`src/dbw_pkg.sv`:
```
// Package of constants and carrier types for the double-buffered output controller.
package dbw_pkg;
  localparam int CODE_W = 12;
  localparam int LOW_W = 8;
  localparam int HIGH_W = 4;
  localparam int ADDR_W = 10;
  localparam int MAX_CH = 8;
  localparam logic [11:0] ZERO_UNIPOLAR = 12'h000;
  localparam logic [11:0] ZERO_BIPOLAR = 12'h800;
  localparam int CLK_HZ = 40000000;
  localparam int WD_SHORT_MS = 5;
  localparam int WD_MID_MS = 500;
  localparam int WD_LONG_MS = 5000;
  localparam int WD_SHORT_CYC = CLK_HZ / 1000 * WD_SHORT_MS;
  localparam int WD_MID_CYC = CLK_HZ / 1000 * WD_MID_MS;
  localparam int WD_LONG_CYC = CLK_HZ / 1000 * WD_LONG_MS;
  localparam logic [1:0] WD_SEL_SHORT = 2'h0;
  localparam logic [1:0] WD_SEL_MID = 2'h1;
  localparam logic [1:0] WD_SEL_LONG = 2'h2;
  typedef struct packed {
    logic wr;
    logic rd;
    logic [9:0] addr;
    logic [7:0] data;
  } dbw_io_s;
endpackage : dbw_pkg

```
`src/dbw_ctrl.sv`:
```
// Double-buffered output code controller with watchdog clear.
`timescale 1ns/100ps
`default_nettype none
module dbw_ctrl #(
  parameter int CHANNELS = 8,
  parameter logic [9:0] BASE = 10'h390,
  parameter int SHORT_CYC = dbw_pkg::WD_SHORT_CYC,
  parameter int MID_CYC = dbw_pkg::WD_MID_CYC,
  parameter int LONG_CYC = dbw_pkg::WD_LONG_CYC
) (
  input wire logic mclk,
  input wire logic srst,
  input wire dbw_pkg::dbw_io_s io,
  input wire logic clear_n,
  input wire logic [dbw_pkg::MAX_CH/2-1:0] bipolar_sel,
  input wire logic wd_enable,
  input wire logic [1:0] wd_sel,
  output logic [CHANNELS*dbw_pkg::CODE_W-1:0] out_codes,
  output logic latch_strobe,
  output logic wd_clear
);
  import dbw_pkg::*;
  localparam int PAIRS = CHANNELS / 2;
  // Only whole pairs are served; an odd count would split a converter.
  if (CHANNELS != 8 && CHANNELS != 6 && CHANNELS != 4)
  begin : g_bad_channels
    $error("CHANNELS must be 8, 6 or 4.");
  end
  // The channel window must fit the address space, or decoding would wrap.
  if (int'(BASE) + 2 * CHANNELS > (1 << ADDR_W))
  begin : g_bad_base
    $error("BASE leaves no room for all channels.");
  end

  // Pin-level inputs pass two flip-flops before use.
  dbw_io_s io_s1_r, io_s2_r;
  logic [1:0] clr_sync_r;
  logic [MAX_CH/2-1:0] bip_s1_r, bip_s2_r;
  logic en_s1_r, en_s2_r;
  logic [1:0] sel_s1_r, sel_s2_r;
  logic rd_d_r, wr_d_r;
  // The host holds address and data for several cycles around its strobe,
  // so the whole bus word is synchronised as one; a shorter hold would tear it.
  always_ff @(posedge mclk)
  begin
    io_s1_r <= io;
    io_s2_r <= io_s1_r;
  end

  // Inverted on entry so that a set bit means a clear is requested.
  always_ff @(posedge mclk)
  begin
    clr_sync_r <= {clr_sync_r[0], ~clear_n};
  end

  always_ff @(posedge mclk)
  begin
    bip_s1_r <= bipolar_sel;
    bip_s2_r <= bip_s1_r;
  end

  // The watchdog settings are static, so skew between their bits is harmless.
  always_ff @(posedge mclk)
  begin
    en_s1_r <= wd_enable;
    en_s2_r <= en_s1_r;
    sel_s1_r <= wd_sel;
    sel_s2_r <= sel_s1_r;
  end
  always_ff @(posedge mclk)
  begin
    if (srst)
    begin
      rd_d_r <= 1'b0;
      wr_d_r <= 1'b0;
    end
    else
    begin
      rd_d_r <= io_s2_r.rd;
      wr_d_r <= io_s2_r.wr;
    end
  end

  function automatic logic in_window(input logic [9:0] a);
    return (a >= BASE) && (a < BASE + 10'(2 * CHANNELS));
  endfunction

  function automatic logic [11:0] zero_of(input logic bip);
    return bip ? ZERO_BIPOLAR : ZERO_UNIPOLAR;
  endfunction

  // Strobe and write events are taken once per host cycle, on the leading edge.
  logic rd_rise, wr_rise, strobe, kick;
  logic [9:0] offs;
  assign rd_rise = io_s2_r.rd && !rd_d_r;
  assign wr_rise = io_s2_r.wr && !wr_d_r;
  assign strobe = rd_rise && (io_s2_r.addr == BASE);
  assign offs = io_s2_r.addr - BASE;
  assign kick = wr_rise && in_window(io_s2_r.addr);

  // Clear is asserted by the clear pin or watchdog expiry and acts on every channel at once.
  logic wd_expire, clear_any;
  assign clear_any = clr_sync_r[1] || wd_clear;

  dbw_watchdog #(
    .SHORT_CYC(SHORT_CYC),
    .MID_CYC(MID_CYC),
    .LONG_CYC(LONG_CYC)
  ) u_wd (
    .mclk(mclk),
    .srst(srst),
    .enable(en_s2_r),
    .sel(sel_s2_r),
    .kick(kick),
    .expire(wd_expire)
  );

  logic [CODE_W-1:0] in_r [CHANNELS];
  logic [CODE_W-1:0] lat_r [CHANNELS];

  // Input registers: write-only halves, accepted in either order.
  always_ff @(posedge mclk)
  begin
    for (int c = 0; c < CHANNELS; c++)
    begin
      if (srst || clear_any)
      begin
        in_r[c] <= zero_of(bip_s2_r[c/2]);
      end
      else if (kick && offs[9:1] == 9'(c))
      begin
        if (!offs[0])
        begin
          in_r[c][LOW_W-1:0] <= io_s2_r.data;
        end
        else
        begin
          in_r[c][CODE_W-1:LOW_W] <= io_s2_r.data[HIGH_W-1:0];
        end
      end
    end
  end

  // Latches change only on the strobe, a clear or reset, both channels of every pair together.
  always_ff @(posedge mclk)
  begin
    for (int p = 0; p < PAIRS; p++)
    begin
      if (srst || clear_any)
      begin
        lat_r[2*p] <= zero_of(bip_s2_r[p]);
        lat_r[2*p+1] <= zero_of(bip_s2_r[p]);
      end
      else if (strobe)
      begin
        lat_r[2*p] <= in_r[2*p];
        lat_r[2*p+1] <= in_r[2*p+1];
      end
    end
  end

  always_comb
  begin
    for (int c = 0; c < CHANNELS; c++)
    begin
      out_codes[c*CODE_W +: CODE_W] = lat_r[c];
    end
  end

  // A strobe that meets a clear is dropped, so a late latch never undoes a clear.
  always_ff @(posedge mclk)
  begin
    if (srst)
    begin
      latch_strobe <= 1'b0;
    end
    else
    begin
      latch_strobe <= strobe && !clear_any;
    end
  end

  always_ff @(posedge mclk)
  begin
    if (srst)
    begin
      wd_clear <= 1'b0;
    end
    else
    begin
      wd_clear <= wd_expire;
    end
  end
endmodule : dbw_ctrl
`default_nettype wire

```
`src/dbw_watchdog.sv`:
```
// Watchdog timer that requests a clear when no channel write arrives in time.
`timescale 1ns/100ps
`default_nettype none
module dbw_watchdog #(
  parameter int SHORT_CYC = dbw_pkg::WD_SHORT_CYC,
  parameter int MID_CYC = dbw_pkg::WD_MID_CYC,
  parameter int LONG_CYC = dbw_pkg::WD_LONG_CYC
) (
  input wire logic mclk,
  input wire logic srst,
  input wire logic enable,
  input wire logic [1:0] sel,
  input wire logic kick,
  output logic expire
);
  import dbw_pkg::*;
  logic [31:0] cnt_r;
  logic [31:0] limit;
  logic en_d_r;
  // A zero interval would fire the clear on every other cycle.
  if (SHORT_CYC < 1 || MID_CYC < 1 || LONG_CYC < 1)
  begin : g_bad_interval
    $error("Watchdog intervals must be at least one cycle.");
  end
  always_comb
  begin
    case (sel)
      WD_SEL_SHORT: limit = 32'(SHORT_CYC);
      WD_SEL_MID: limit = 32'(MID_CYC);
      default: limit = 32'(LONG_CYC);
    endcase
  end
  // A kick restarts the interval; enabling and expiry restart from zero.
  always_ff @(posedge mclk)
  begin
    if (srst || !enable || kick || expire || !en_d_r)
    begin
      cnt_r <= 32'h0;
    end
    else
    begin
      cnt_r <= cnt_r + 32'h1;
    end
  end
  always_ff @(posedge mclk)
  begin
    if (srst)
    begin
      en_d_r <= 1'b0;
      expire <= 1'b0;
    end
    else
    begin
      en_d_r <= enable;
      expire <= enable && en_d_r && !kick && !expire && (cnt_r + 32'h1 >= limit);
    end
  end
endmodule : dbw_watchdog
`default_nettype wire

```
`config.mk`:
```
export PLATFORM = sky130hd
export DESIGN_NAME = dbw_ctrl
export DESIGN_NICKNAME = d
export VERILOG_FILES = /design/src/dbw_pkg.sv /design/src/dbw_ctrl.sv /design/src/dbw_watchdog.sv
export SDC_FILE = /design/constraint.sdc
export NUM_CORES = 1
export LEC_CHECK = 0
export ABC_AREA = 1
export ABC_CLOCK_PERIOD_IN_PS = 5830
export BUFFER_PORTS_ARGS = -buffer_cell sky130_fd_sc_hd__buf_2
export CAP_MARGIN = 5
export CORE_MARGIN = 2
export CORE_UTILIZATION = 35
export CTS_BUF_LIST = sky130_fd_sc_hd__clkbuf_4
export CTS_CLUSTER_DIAMETER = 60
export DETAILED_ROUTE_END_ITERATION = 8
export GPL_ROUTABILITY_DRIVEN = 1
export GPL_TIMING_DRIVEN = 0
export HOLD_SLACK_MARGIN = 0.05
export SLEW_MARGIN = 20
export SYNTH_ARGS = -nofsm -noshare
export SYNTH_HDL_FRONTEND = slang
export SYNTH_SLANG_ARGS = --single-unit
```
`constraint.sdc`:
```
create_clock -name mclk -period 5.83 [get_ports mclk]
set_clock_uncertainty 0.15 [all_clocks]
set_input_delay 0.583 -clock mclk [delete_from_list [all_inputs] [get_ports mclk]]
set_output_delay 0.583 -clock mclk [all_outputs]
set_load 0.02 [all_outputs]
```
== After elaboration in Yosys (flattened, before gate mapping) ==
Memories as Yosys holds them, arrays and structs flattened.
Cells that the tools add are included.

* Register bits: 94
* Bits in writable memories: 192
* Input bits: 30
* Output and inout port bits: 98
* Logic and storage cells: 180
* Memories kept: 2

* Add/subtract/negate cells: 2
* Order comparisons: 3
* Equal/unequal tests: 9
* Multiplexer cells: 84
* Bitwise gates (word level): 25
* Reduce and logical (&&, ||, !) cells: 33

{| class="wikitable"
|+ Memories
! name !! words !! width !! read ports !! clocked after memory_dff !! write ports !! RTL line !! source
|-
| in_r || 8 || 12 || 8 || 0 || 8 || dbw_ctrl.sv:118 || <nowiki>logic [CODE_W-1:0] in_r [CHANNELS];</nowiki>
|-
| lat_r || 8 || 12 || 8 || 0 || 8 || dbw_ctrl.sv:119 || <nowiki>logic [CODE_W-1:0] lat_r [CHANNELS];</nowiki>
|}

{| class="wikitable"
|+ Operators with widths
! kind !! number
|-
| $mux W12 || 12
|-
| $mux W8 || 8
|-
| $pmux W28 S2 || 1
|-
| $mux W1 || 55
|-
| $eq A9 B3 Y1 const B || 4
|-
| $add A32 B1 Y32 const B || 1
|-
| $ge A32 B28 Y1 || 1
|-
| $mux W4 || 8
|-
| $or A1 B1 Y1 || 24
|-
| $eq A9 B2 Y1 const B || 2
|-
| $logic_and A1 B1 Y1 || 18
|-
| $eq A10 B10 Y1 const B || 1
|-
| $ge A10 B10 Y1 const B || 1
|-
| $lt A10 B10 Y1 const B || 1
|-
| $sub A10 B10 Y10 const B || 1
|-
| $eq A9 B1 Y1 const B || 1
|-
| $logic_not A9 Y1 || 1
|-
| $logic_not A1 Y1 || 7
|-
| $logic_or A1 B1 Y1 || 6
|-
| $eq A2 B1 Y1 const B || 1
|-
| $logic_not A2 Y1 || 1
|-
| $not A1 Y1 || 1
|}

== Logic depth before layout (Yosys ltp) ==
Gate-level depths: netlist of run 1.

* Depth in word-level cells: 8
* Depth in mapped cells: 20
* Depth with buffers taken out: 20

== Cells and area by module ==
Synthesis of run 1 repeated with hierarchy kept, for this count alone.

* Cell total of the unflattened synthesis: 1071
* Area total of the unflattened synthesis: 11554.8 sq um

{| class="wikitable"
|+ Modules (own cells, without submodules)
! module !! times used !! cells an instance !! area each (sq um) !! sequential area each (sq um)
|-
| dbw_ctrl || 1 || 730 || 9290.2 || 6966.7
|-
| dbw_watchdog || 1 || 341 || 2264.7 || 680.7
|}

== Least setup slack after synthesis of run 1 ==
OpenSTA, ideal clock, no wires.

* Path type: input-to-reg
* From: input port srst
* To: memory lat_r[0][0] (enable)
* Library setup time: 0.898 ns
* Arrival time: 3.174 ns
* Slack: 1.608 ns
* Stages: 5
* Buffers on the path: 3
* Cells stage by stage: nor3_1 -> buf_2 -> buf_2 -> clkbuf_1 -> nand2_1

{| class="wikitable"
|+ RTL lines
! item !! RTL line !! source
|-
| start, declared || dbw_ctrl.sv:12 || <nowiki>input wire logic srst,</nowiki>
|-
| end, declared || dbw_ctrl.sv:119 ||
|}

==> out/summary.log, run 1 <==
[floorplanning] I/O pin count 128
[placement] total half-perimeter wirelength after legalization and detailed placement 16520 µm
[clocking] post-CTS setup buffer count 0
[timing] relative max-transition margin 0.4680
[final_layout] area added between synthesis and finish 21.52%
[timing] hold slack final 0.1639 ns
[timing] Final Max Slew Viols 0
[routing] DR iter-0 viols 368
[yosys] share of synthesized registers carrying an async set or reset 0
[critical_path] Max Fanout on Critical Path 58
[grt] vias in the first global route 7372
[timing] shortest period the worst path allows 3.405 ns
[timing] Max Freq 0.2937 GHz
[yosys] number of enable flip-flop cells after synthesis 192
[critical_path] data arrival at the endpoint of the critical path 3.66 ns
[floorplanning] Die X-Extent 183.6 µm
[placement] I/O Buffers 127
[final_layout] ratio of cells with drive above 1 in the final layout 0.2334
[critical_path] r2r setup slk 2.70 ns
[yosys] cell taking the most area after synthesis edfxtp_1
[power] Power Density 305.9 nW/µm²
[run] MaxCap Viol Count 0
[clocking] clock tree from TritonCTS built
[routing] Routed Antenna Nets 0
[yosys] cell types occupying the most area after synthesis edfxtp_1 (51%), dfxtp_1 (17%), nor2_1 (8.5%)
[clocking] Clock Tree Root clkbuf_4
[final_layout] commonest non-fill, non-tap cells in the layout nor2_1 (257), edfxtp_1 (192), inv_1 (148), nand2_1 (148), buf_2 (138)
[floorplanning] height of the die 183.6 µm
[yosys] fraction of synthesized cell area taken by the top area cell type 0.5106
[routing] DRC 0
[routing] total iterations of the first detailed-routing run 5
[timing] transition time of the tightest slew-check pin 0.7980 ns
[timing] unrepaired setup endpoints after global routing no
[clocking] number of buffers between clock root and the deepest sink 3
[critical_path] required time of the critical path 6.09 ns
[placement] global placement routability congestion 0.8484
[timing] accumulated negative setup slack 0 ns
[routing] via total after detailed routing 7618
[yosys] Post-Syn Instances 1040
[clocking] number of sinks on the clock net 286
[yosys] Ys Warns 0
[power] worst vdd ir 171.9 µV
[yosys] synthesized area 11290 µm²
[yosys] distinct cell type count of the synthesized netlist 45
[grt] pin count of the biggest net entering global routing 59
[clocking] CTS-repair resized insts 0
[routing] average vias per placed instance 4.398
[grt] overall global routing resource usage 0.1447
[clocking] clock insertion delay at the later pin of the skew report 0.68 ns
[clocking] cts hold-fix bufs 29
[yosys] average cell area after synthesis 10.86 µm²
[yosys] part of the Yosys area used for sequential elements 0.6772
[floorplanning] number of standard-cell rows in the floorplan 65
[timing] final count of negative-setup-slack endpoints 0
[grt] wire length of the first global-routing pass 37630 µm
[yosys] top flip-flop cell by instance count after synthesis edfxtp_1
[critical_path] critical setup path kind in -> reg
[final_layout] most frequent standard cell in the layout excluding fill and tap cells nor2_1
[floorplanning] area of the core 31640 µm²
[outcome] result of the run complete, no violations
[routing] post-DR wirelength/cell 13.88 µm
[worst_hold_path] worst hold path type reg -> reg
[grt] number of antenna violations at the first check in global routing 2
[final_layout] Total Nets Final 1324
[floorplanning] effective utilization at floorplan 0.3569
[floorplanning] full die area 33720 µm²
[critical_path] critical path launch point type input pin
[yosys] synthesized net count 1090
[power] leakage power of the design 5.769 nW
[critical_path] type of element capturing the critical path register
[timing] share of the cycle needed by the critical path after routing 0.5841
[clocking] clock buffers created by TritonCTS 75
[grt] global route total overflow 0
[routing] Routed WL 24050 µm
[timing] Final Hold Violating Endpoints 0
[yosys] synthesis-stage register bit count 286
[clocking] clock-pin transition on the worst setup and hold timing paths 0.06 ns
[final_layout] count of filler cells inserted in the layout 3028
[clocking] Max H-tree Level 3
==> worst paths after layout <==
| check | startpoint | to | cells past startpoint |
|---|---|---|---|
| worst max-delay path | srst | lat_r[1][30]$_SDFFCE_PN0P_ | 8 |
| worst max register to register | wd_clear$_SDFF_PP0_ | lat_r[1][30]$_SDFFCE_PN0P_ | 6 |
| worst min register to register | io_s1_r[11]$_DFF_P_ | io_s2_r[11]$_DFF_P_ | 0 |
| worst min-delay path | io_s1_r[11]$_DFF_P_ | io_s2_r[11]$_DFF_P_ | 0 |
==> report_power, final <==
part / internal [mW] / total [mW] / switching [mW]
logic: 0.0615 / 0.208 / 0.147
registers: 2.24 / 2.27 / 0.0274
clock network: 0.914 / 1.72 / 0.808
==> sequential cells by signal (all words and copies together), names as in the netlist <==
| signal | count |
|---|---|
| wd_clear | 1 |
| sel_s2_r | 2 |
| in_r | 96 |
| latch_strobe | 1 |
| lat_r | 96 |
| bip_s2_r | 4 |
| clr_sync_r | 2 |
| io_s1_r | 20 |
| wr_d_r | 1 |
| bip_s1_r | 4 |
| u_wd.cnt_r | 32 |
| en_s1_r | 1 |
| u_wd.en_d_r | 1 |
| sel_s1_r | 2 |
| en_s2_r | 1 |
| rd_d_r | 1 |
| u_wd.expire | 1 |
| io_s2_r | 20 |
==> through the flow <==
stage / instance area (µm²) / utilization / total power, mW / instances / setup WS [ns]
3_3_place_gp: 12430 / 0.3929 / 2.505 / 1569 / -0.01630
4_1_cts: 13720 / 0.4336 / 4.262 / 1730 / 2.548
2_1_floorplan: 11290 / - / 2.425 / 1040 / 1.608
6_report: 13720 / 0.4337 / 4.197 / 1732 / 2.425
3_5_place_dp: 12470 / 0.3940 / 2.508 / 1570 / 2.349
5_1_grt: 13720 / 0.4337 / 4.384 / 1732 / 2.333
==> cells by family (layout without fill, tap and decap cells) <==
family	after synthesis	after routing	synth area share
DFF	286	286	0.6772
other	0	2	0
and+or+nand+nor	501	501	0.2017
xor gates and xnor gates	18	18	0.01562
adders and majority gates	20	20	0.02216
AOI/OAI and AO/OA	36	36	0.02138
buffers and inverters	179	467	0.06194
==> synthesized netlist by cell type, types with 4 or more instances <==
library cell / instances
xor2_1: 9
ha_1: 20
dfxtp_1: 94
nand3b_1: 4
a21oi_2: 10
edfxtp_1: 192
a21oi_1: 7
nor2_2: 4
nand4_2: 4
clkbuf_1: 12
nand2_1: 149
nand4_1: 15
o21ai_1: 4
nor2_1: 257
inv_1: 148
o21ai_0: 10
nand3_2: 4
nor3_2: 5
nand3_1: 34
buf_2: 11
xnor2_1: 8
==> layer usage <==
metal	share of wire	wire length, µm	vias to the layer above	global-route usage
met5	0	0	-	0
met4	0.024	585	0	0.05696
met3	0.059	1415	50	0.03704
met2	0.46	11010	230	0.2343
met1	0.46	11030	3460	0.1862
li1	-	-	3878	-
==> critical path: stages <==
cell and delay (ns):
dlygate4sd3_1 0.54, buf_2 0.15, nor3_1 0.39, buf_2 0.35, buf_2 0.29, clkbuf_1 0.48, nand2_4 0.46, buf_16 0.37
==> final cells by class <==
cell class,instances,area [µm²],area share
antenna,2,5.005,0.0003647
buffer,26,122.6,0.008936
clock buffer,109,818.3,0.05963
clock inverter,22,142.6,0.01039
inverter,153,576.8,0.04204
multi-input combinational,575,2953,0.2152
sequential,286,7647,0.5573
tap,402,503.0,0.03666
timing repair buffer,157,953.4,0.06948
No activity file was read; power rests on OpenSTA's default activity.
==> run 2, diff against run 1 <==
Settings changed: ABC_AREA 1 to 0, ABC_CLOCK_PERIOD_IN_PS 5830 to 3260.
Clock period 5.83 ns to 3.26 ns, I/O delays scaled along.
==> run 2 against run 1 <==
  * Setup slack got worse by 2.4 ns
  * Synthesized cell count down 25%
  * Sequential power increased by 79%
  * Via count is 11% lower
  * Sequential share of layout area rose by 0.32 points
==> out/summary.log, run 2 <==
[routing] Routed WL 23180 µm [-3.6%]
[worst_hold_path] instance count along the most critical hold path 2 [+2]
[clocking] clock buffers created by TritonCTS 76 [+1.3%]
[final_layout] ratio of cells with drive above 1 in the final layout 0.3210 [+0.08754]
[yosys] top cell types by occurrence after synthesis edfxtp_1 (192), and2_1 (179), dfxtp_1 (94)
[critical_path] largest stage delay on the critical path 0.46 ns [-0.08 ns]
[placement] total half-perimeter wirelength after legalization and detailed placement 14920 µm [-9.7%]
[yosys] distinct cell type count of the synthesized netlist 57 [+27%]
[power] leakage power of the design 5.800 nW [+0.54%]
[placement] I/O Buffers 127 [unchanged]
[yosys] dominant combinational cell family by area after synthesis simple AND/OR/NAND/NOR gates
[routing] average vias per placed instance 4.495 [+2.2%]
[grt] global route total overflow 0 [unchanged]
[critical_path] required time of the critical path 3.70 ns [-2.39 ns]
[floorplanning] Die X-Extent 179.8 µm [-2.1%]
[routing] DR iter-0 viols 379 [+3.0%]
[timing] transition time of the tightest slew-check pin 1.112 ns [+0.3139 ns]
[grt] overall global routing resource usage 0.1445 [-0.0002740]
[yosys] Synth Area in Simple Gates 0.1951 [-0.006543]
[yosys] part of the Yosys area used for sequential elements 0.7069 [+0.02969]
[yosys] Ys Warns 0 [unchanged]
[timing] relative max-transition margin 0.2509 [-0.2171]
[grt] wire length of the first global-routing pass 36650 µm [-2.6%]
[grt] vias in the first global route 6918 [-6.2%]
[yosys] top flip-flop cell by instance count after synthesis edfxtp_1
[floorplanning] effective utilization at floorplan 0.3546 [-0.002354]
[timing] Max Freq 0.3071 GHz
[yosys] average cell area after synthesis 13.82 µm² [+27%]
[routing] total iterations of the first detailed-routing run 5 [unchanged]
[critical_path] data arrival at the endpoint of the critical path 3.69 ns [+0.03 ns]
[critical_path] Critical Path, Cell by Cell nand4_4, nor4_4, and2_4, nand3_4, xnor2_2, ha_1, and4_4, or4bb_4, o21ai_2, a211oi_2, a211o_1, a31oi_1
[worst_hold_path] worst hold path type in -> reg
[timing] unrepaired setup endpoints after global routing yes
[clocking] number of sinks on the clock net 286 [unchanged]
[yosys] fraction of synthesized cell area taken by the top area cell type 0.5330 [+0.02238]
[yosys] post-synthesis mux area share 0.01018 [+0.01018]
[yosys] synthesis-stage register bit count 286 [unchanged]
[yosys] share of synthesized registers carrying an async set or reset 0 [unchanged]
[timing] share of the cycle needed by the critical path after routing 0.9989
[final_layout] most frequent standard cell in the layout excluding fill and tap cells edfxtp_1
[yosys] Compound-Gate Fraction of Synth Area 0.02568 [+0.004292]
[yosys] most used standard cell by instance count after synthesis edfxtp_1
[grt] number of antenna violations at the first check in global routing 1 [-1]
[floorplanning] full die area 32330 µm² [-4.1%]
[yosys] cell taking the most area after synthesis edfxtp_1
[clocking] number of buffers between clock root and the deepest sink 3 [unchanged]
[placement] global placement routability congestion 0.7769 [-8.4%]
[yosys] share of the synthesized netlist area taken by xor and xnor gates 0.02591 [+0.01028]
[outcome] result of the run complete, no violations
[final_layout] Total Nets Final 1097 [-17%]
[clocking] Clock Tree Root clkbuf_4
[yosys] synthesized net count 833 [-24%]
[clocking] clock insertion delay at the later pin of the skew report 0.71 ns [+0.03 ns]
[timing] shortest period the worst path allows 3.256 ns
[timing] accumulated negative setup slack 0 ns [unchanged]
[final_layout] area added between synthesis and finish 26.76%
[final_layout] commonest non-fill, non-tap cells in the layout edfxtp_1 (192), and2_1 (178), buf_2 (129), clkbuf_4 (114), dfxtp_1 (77)
[yosys] number of enable flip-flop cells after synthesis 192 [unchanged]
[power] Power Density 542.2 nW/µm² [+77%]
[timing] Final Max Slew Viols 0 [unchanged]
[yosys] Post-Syn Instances 783 [-25%]
[critical_path] critical setup path kind reg -> reg
[critical_path] cell depth of the worst flop-to-flop path 12 [+6]
[critical_path] critical path launch point type register
[yosys] cell types occupying the most area after synthesis edfxtp_1 (53%), dfxtp_1 (17%), and2_1 (10%)
[run] MaxCap Viol Count 0 [unchanged]
[floorplanning] I/O pin count 128 [unchanged]
[routing] via total after detailed routing 6756 [-11%]
[critical_path] slowest stage cell, crit path or4bb_4
[critical_path] type of element capturing the critical path register
[routing] DRC 0 [unchanged]
[floorplanning] height of the die 179.8 µm [-2.1%]
[critical_path] r2r setup slk 0.004 ns [-2.70 ns]
[yosys] synthesized area 10820 µm² [-4.2%]
[power] overall power of the completed layout 7.436 mW [+77%]
[clocking] clock-pin transition on the worst setup and hold timing paths 0.06 ns [about the same]
[timing] final count of negative-setup-slack endpoints 0 [unchanged]
[critical_path] Max Fanout on Critical Path 5 [-91%]
[yosys] area share of fa/ha/maj cells after synthesis 0.02313 [+0.0009714]
[routing] Routed Antenna Nets 0 [unchanged]
[clocking] clock tree from TritonCTS built
[floorplanning] number of standard-cell rows in the floorplan 64 [-1.5%]
[floorplanning] area of the core 30510 µm² [-3.6%]
[power] worst vdd ir 323.7 µV [+88%]
[final_layout] fraction of the core area covered by cells at the end of the flow 0.4495 [+0.01574]
[grt] pin count of the biggest net entering global routing 97 [+64%]
[final_layout] top flop regs in_r (96), lat_r (96), u_wd.cnt_r (32)
[timing] Final Hold Violating Endpoints 0 [unchanged]
[clocking] Max H-tree Level 3 [unchanged]
[routing] post-DR wirelength/cell 15.42 µm [+11%]
-- run 2: metal layers --
| metal | track usage | part of all wire | up-vias | routed length [µm] |
|---|---|---|---|---|
| met2 | 0.2426 | 0.49 | 195 | 11290 |
| met1 | 0.1733 | 0.43 | 3182 | 9948 |
| met4 | 0.06407 | 0.024 | 0 | 552 |
| met5 | 0 | 0 | - | 0 |
| li1 | - | - | 3335 | - |
| met3 | 0.04032 | 0.060 | 44 | 1381 |
-- run 2: worst paths after layout --
check | start | end
hold reg to reg | io_s1_r[5]$_DFF_P_ | io_s2_r[5]$_DFF_P_
setup / recovery | u_wd.cnt_r[10]$_SDFF_PP0_ | u_wd.expire$_SDFF_PP0_
hold / removal | bipolar_sel[2] | bip_s1_r[2]$_DFF_P_
setup reg to reg | u_wd.cnt_r[10]$_SDFF_PP0_ | u_wd.expire$_SDFF_PP0_
-- run 2: cells by family after synthesis --
group	count (synthesis)
compound gates	42
simple gates	358
buf+inv	35
mux	10
fa+ha+maj	20
xor+xnor	32
flops	286
-- run 2: worst max-delay path: cells and delay by family, from the launching register on --
family          cells  cell delay [ns]
compound gates      4             0.66
xor+xnor            1             0.17
simple gates        6             1.52
flops               1             0.37
fa+ha+maj           1             0.31
-- run 2: timing repair --
action	in CTS	in global routing
hold buffers	29	0
endpoints found under the setup margin	1	4
hold endpoints to repair	35	0
pin swaps	10	22
gates resized for setup	35	21
buffers inserted	22	10
-- run 2: stage by stage --
step	area, µm²	worst slack (ns)	instances	hold WS [ns]
final	13710	0.003694	1503	0.1306
after global routing	13710	-0.1412	1503	0.08698
after CTS	13530	0.006936	1492	0.06821
after detailed placement	11990	-0.6846	1306	0.1621
after global placement	11970	-0.8109	1306	0.1612
after floorplan	10840	0.007413	783	0.1596
-- run 2: layout make-up --
cell class | count | area [µm²]
Antenna cell | 1 | 2.502
Buffer | 21 | 81.33
Clock buffer | 114 | 855.8
Clock inverter | 23 | 127.6
Fill cell | 2777 | 16800
Inverter | 12 | 45.04
Multi-Input combinational cell | 462 | 3237
Sequential cell | 286 | 7686
Tap cell | 396 | 495.5
Timing Repair Buffer | 188 | 1182
-- run 2: power breakdown --
| part | internal [mW] | total, mW | switching [mW] | leakage, nW |
|---|---|---|---|---|
| Clock | 1.63 | 3.08 | 1.46 | 0.583 |
| Combinational | 0.0977 | 0.293 | 0.196 | 2.31 |
| Sequential | 4.00 | 4.06 | 0.0607 | 2.91 |
==> run 3, diff against run 2 <==
Settings changed: CORE_UTILIZATION 35 to 30.
==> run 3 against run 2 <==
  * The run now ends with negative setup slack left
  * Register-to-register slack worse by 0.19 ns
  * First-iteration DRC count down 26%
  * Setup slack worse by 0.19 ns
  * Via count down 1.5%
  * Utilization down 6.0 points
  * Die area up 16%
  * Total power up 1.4%
  * Largest cell class unchanged
==> out/summary.log, run 3 (same netlist as run 2, synthesis figures left out) <==
[timing] share of the cycle needed by the critical path after routing 1.056 [+0.05700]
[critical_path] largest stage delay on the critical path 0.48 ns [+0.02 ns]
[placement] total half-perimeter wirelength after legalization and detailed placement 15370 µm [+3.0%]
[routing] DRC 0 [unchanged]
[floorplanning] I/O pin count 128 [unchanged]
[final_layout] most frequent standard cell in the layout excluding fill and tap cells edfxtp_1
[routing] Routed WL 23430 µm [+1.1%]
[timing] accumulated negative setup slack -0.1821 ns [-0.1821 ns]
[clocking] clock insertion delay at the later pin of the skew report 0.72 ns [about the same]
[timing] Final Hold Violating Endpoints 0 [unchanged]
[outcome] failing checks negative setup slack
[final_layout] top flop regs in_r (96), lat_r (96), u_wd.cnt_r (32)
[floorplanning] height of the die 193.9 µm [+7.8%]
[grt] number of antenna violations at the first check in global routing 1 [unchanged]
[power] Power Density 543.9 nW/µm² [+0.30%]
[floorplanning] Die X-Extent 193.9 µm [+7.8%]
[routing] average vias per placed instance 4.229 [-5.9%]
[routing] DR iter-0 viols 282 [-26%]
[floorplanning] area of the core 35570 µm² [+17%]
[final_layout] commonest non-fill, non-tap cells in the layout edfxtp_1 (192), and2_1 (178), buf_2 (129), clkbuf_4 (117), dfxtp_1 (78)
[power] overall power of the completed layout 7.541 mW [+1.4%]
[final_layout] fraction of the core area covered by cells at the end of the flow 0.3898 [-0.05965]
[clocking] number of sinks on the clock net 286 [unchanged]
[critical_path] required time of the critical path 3.71 ns [about the same]
[clocking] clock-pin transition on the worst setup and hold timing paths 0.06 ns [about the same]
[placement] Cells after DPL 1371 [+5.0%]
[power] leakage power of the design 5.799 nW [about the same]
[grt] global route total overflow 0 [unchanged]
[placement] global placement routability congestion 0.7733 [-0.46%]
[timing] min setup slack post-route -0.1821 ns [-0.1858 ns]
[grt] Top Usage Layer GRT met2
[critical_path] Critical Path, Cell by Cell nand4_4, buf_6, nor4_4, and2_4, nand3_4, xnor2_2, ha_1, and4_4, or4bb_4, o21ai_4, a211oi_4, a211o_1, a31oi_2
[timing] transition time of the tightest slew-check pin 1.012 ns [-0.09950 ns]
[clocking] Clock Tree Root clkbuf_4
[grt] wire length of the first global-routing pass 36560 µm [-0.26%]
[floorplanning] number of standard-cell rows in the floorplan 69 [+7.8%]
[critical_path] slowest stage cell, crit path or4bb_4
[grt] global-route track usage on met1 0.1509 [-0.02245]
[placement] I/O Buffers 127 [unchanged]
[routing] post-DR wirelength/cell 14.89 µm [-3.5%]
[grt] vias in the first global route 6862 [-0.81%]
[final_layout] area added between synthesis and finish 28.17%
[clocking] clock tree from TritonCTS built
[timing] Max Freq 0.2905 GHz [-5.4%]
[grt] overall global routing resource usage 0.1266 [-0.01783]
[grt] pin count of the biggest net entering global routing 97 [unchanged]
[timing] unrepaired setup endpoints after global routing yes
[routing] total iterations of the first detailed-routing run 5 [unchanged]
[critical_path] data arrival at the endpoint of the critical path 3.90 ns [+0.21 ns]
[timing] relative max-transition margin 0.3199 [+0.06897]
[grt] met2 global-route usage 0.2081 [-0.03454]
[final_layout] final instance count without filler cells 1574 [+4.7%]
[critical_path] type of element capturing the critical path register
[final_layout] Total Nets Final 1101 [+0.36%]
[run] MaxCap Viol Count 0 [unchanged]
[critical_path] Max Fanout on Critical Path 5 [unchanged]
[timing] Final Max Slew Viols 0 [unchanged]
[outcome] result of the run finished, violations left
[clocking] number of buffers between clock root and the deepest sink 3 [unchanged]
[grt] global-route met3 utilization 0.03670 [-0.003614]
[floorplanning] effective utilization at floorplan 0.3041 [-0.05044]
[clocking] clock buffers created by TritonCTS 77 [+1.3%]
[timing] final count of negative-setup-slack endpoints 1 [+1]
[routing] via total after detailed routing 6657 [-1.5%]
[final_layout] ratio of cells with drive above 1 in the final layout 0.2988 [-0.02215]
[critical_path] critical setup path kind reg -> reg
[clocking] Max H-tree Level 3 [unchanged]
[power] worst vdd ir 254.7 µV [-21%]
[placement] worst-case setup slack after placement -0.6934 ns [-0.008752 ns]
[critical_path] critical path launch point type register
[floorplanning] full die area 37600 µm² [+16%]
[worst_hold_path] worst hold path type in -> reg
[timing] shortest period the worst path allows 3.442 ns [+0.1858 ns]
[routing] Routed Antenna Nets 0 [unchanged]
[run 3: cell count changes in the layout (fill, tap and decap cells not counted), sizes merged]
cell,previous run,this run
buf,162,145
bufinv,0,1
clkbuf,132,135
clkinvlp,3,2
diode,1,2
dlygate4sd3,29,49
inv,15,14
[run 3: repair_timing]
| item | in CTS | in global routing |
|---|---|---|
| setup buffers | 15 | 0 |
| hold buffers | 49 | 0 |
| pin swaps | 15 | 11 |
| endpoints found under the setup margin | 1 | 1 |
| gates resized for setup | 42 | 12 |
| endpoints found under the hold margin | 35 | 0 |
| gates cloned | 0 | 0 |
[run 3: per-stage QoR]
stage / hold WS (ns) / instance area [µm²]
finish: 0.1331 / 13870
global route: 0.06128 / 13870
CTS: 0.05040 / 13790
detailed placement: 0.1621 / 12070
global placement: 0.1606 / 12060
floorplan: 0.1596 / 10840
[run 3: final cells by class]
class,count,area [µm²]
Antenna cell,2,5.005
Buffer,21,81.33
Clock buffer,117,878.3
Clock inverter,22,127.6
Fill cell,3405,21700
Inverter,12,45.04
Multi-Input combinational cell,462,3213
Sequential cell,286,7692
Tap cell,461,576.8
Timing Repair Buffer,191,1246
[run 3: worst paths after layout]
path,from,endpoint,slack [ns],cells past startpoint
worst min register to register,bip_s1_r[1]$_DFF_P_,bip_s2_r[1]$_DFF_P_,0.14,0
worst max register to register,u_wd.cnt_r[7]$_SDFF_PP0_,u_wd.expire$_SDFF_PP0_,-0.18,13
worst max-delay path,u_wd.cnt_r[7]$_SDFF_PP0_,u_wd.expire$_SDFF_PP0_,-0.18,13
worst min-delay path,io[19],io_s1_r[19]$_DFF_P_,0.13,2
[run 3: report_power, final]
group          internal (mW)  leakage (nW)  total, mW  switching (mW)
Sequential              4.00          2.91       4.06          0.0617
Combinational          0.112          2.29      0.309           0.197
Clock                   1.72         0.602       3.17            1.45
Total                   5.83          5.80       7.54            1.71
[run 3: critical path: cells and delay by family, from the launching register on]
kind | cells | cell delay [ns]
AOI/OAI and AO/OA | 4 | 0.72
xor gates and xnor gates | 1 | 0.16
adders and majority gates | 1 | 0.30
buffers and inverters | 1 | 0.15
DFF | 1 | 0.37
and+or+nand+nor | 6 | 1.46
[run 3: layer usage]
metal	wire length, µm	up-vias
met3	1471	55
met4	689	0
met1	10050	3058
met5	0	-
li1	-	3337
met2	11220	207
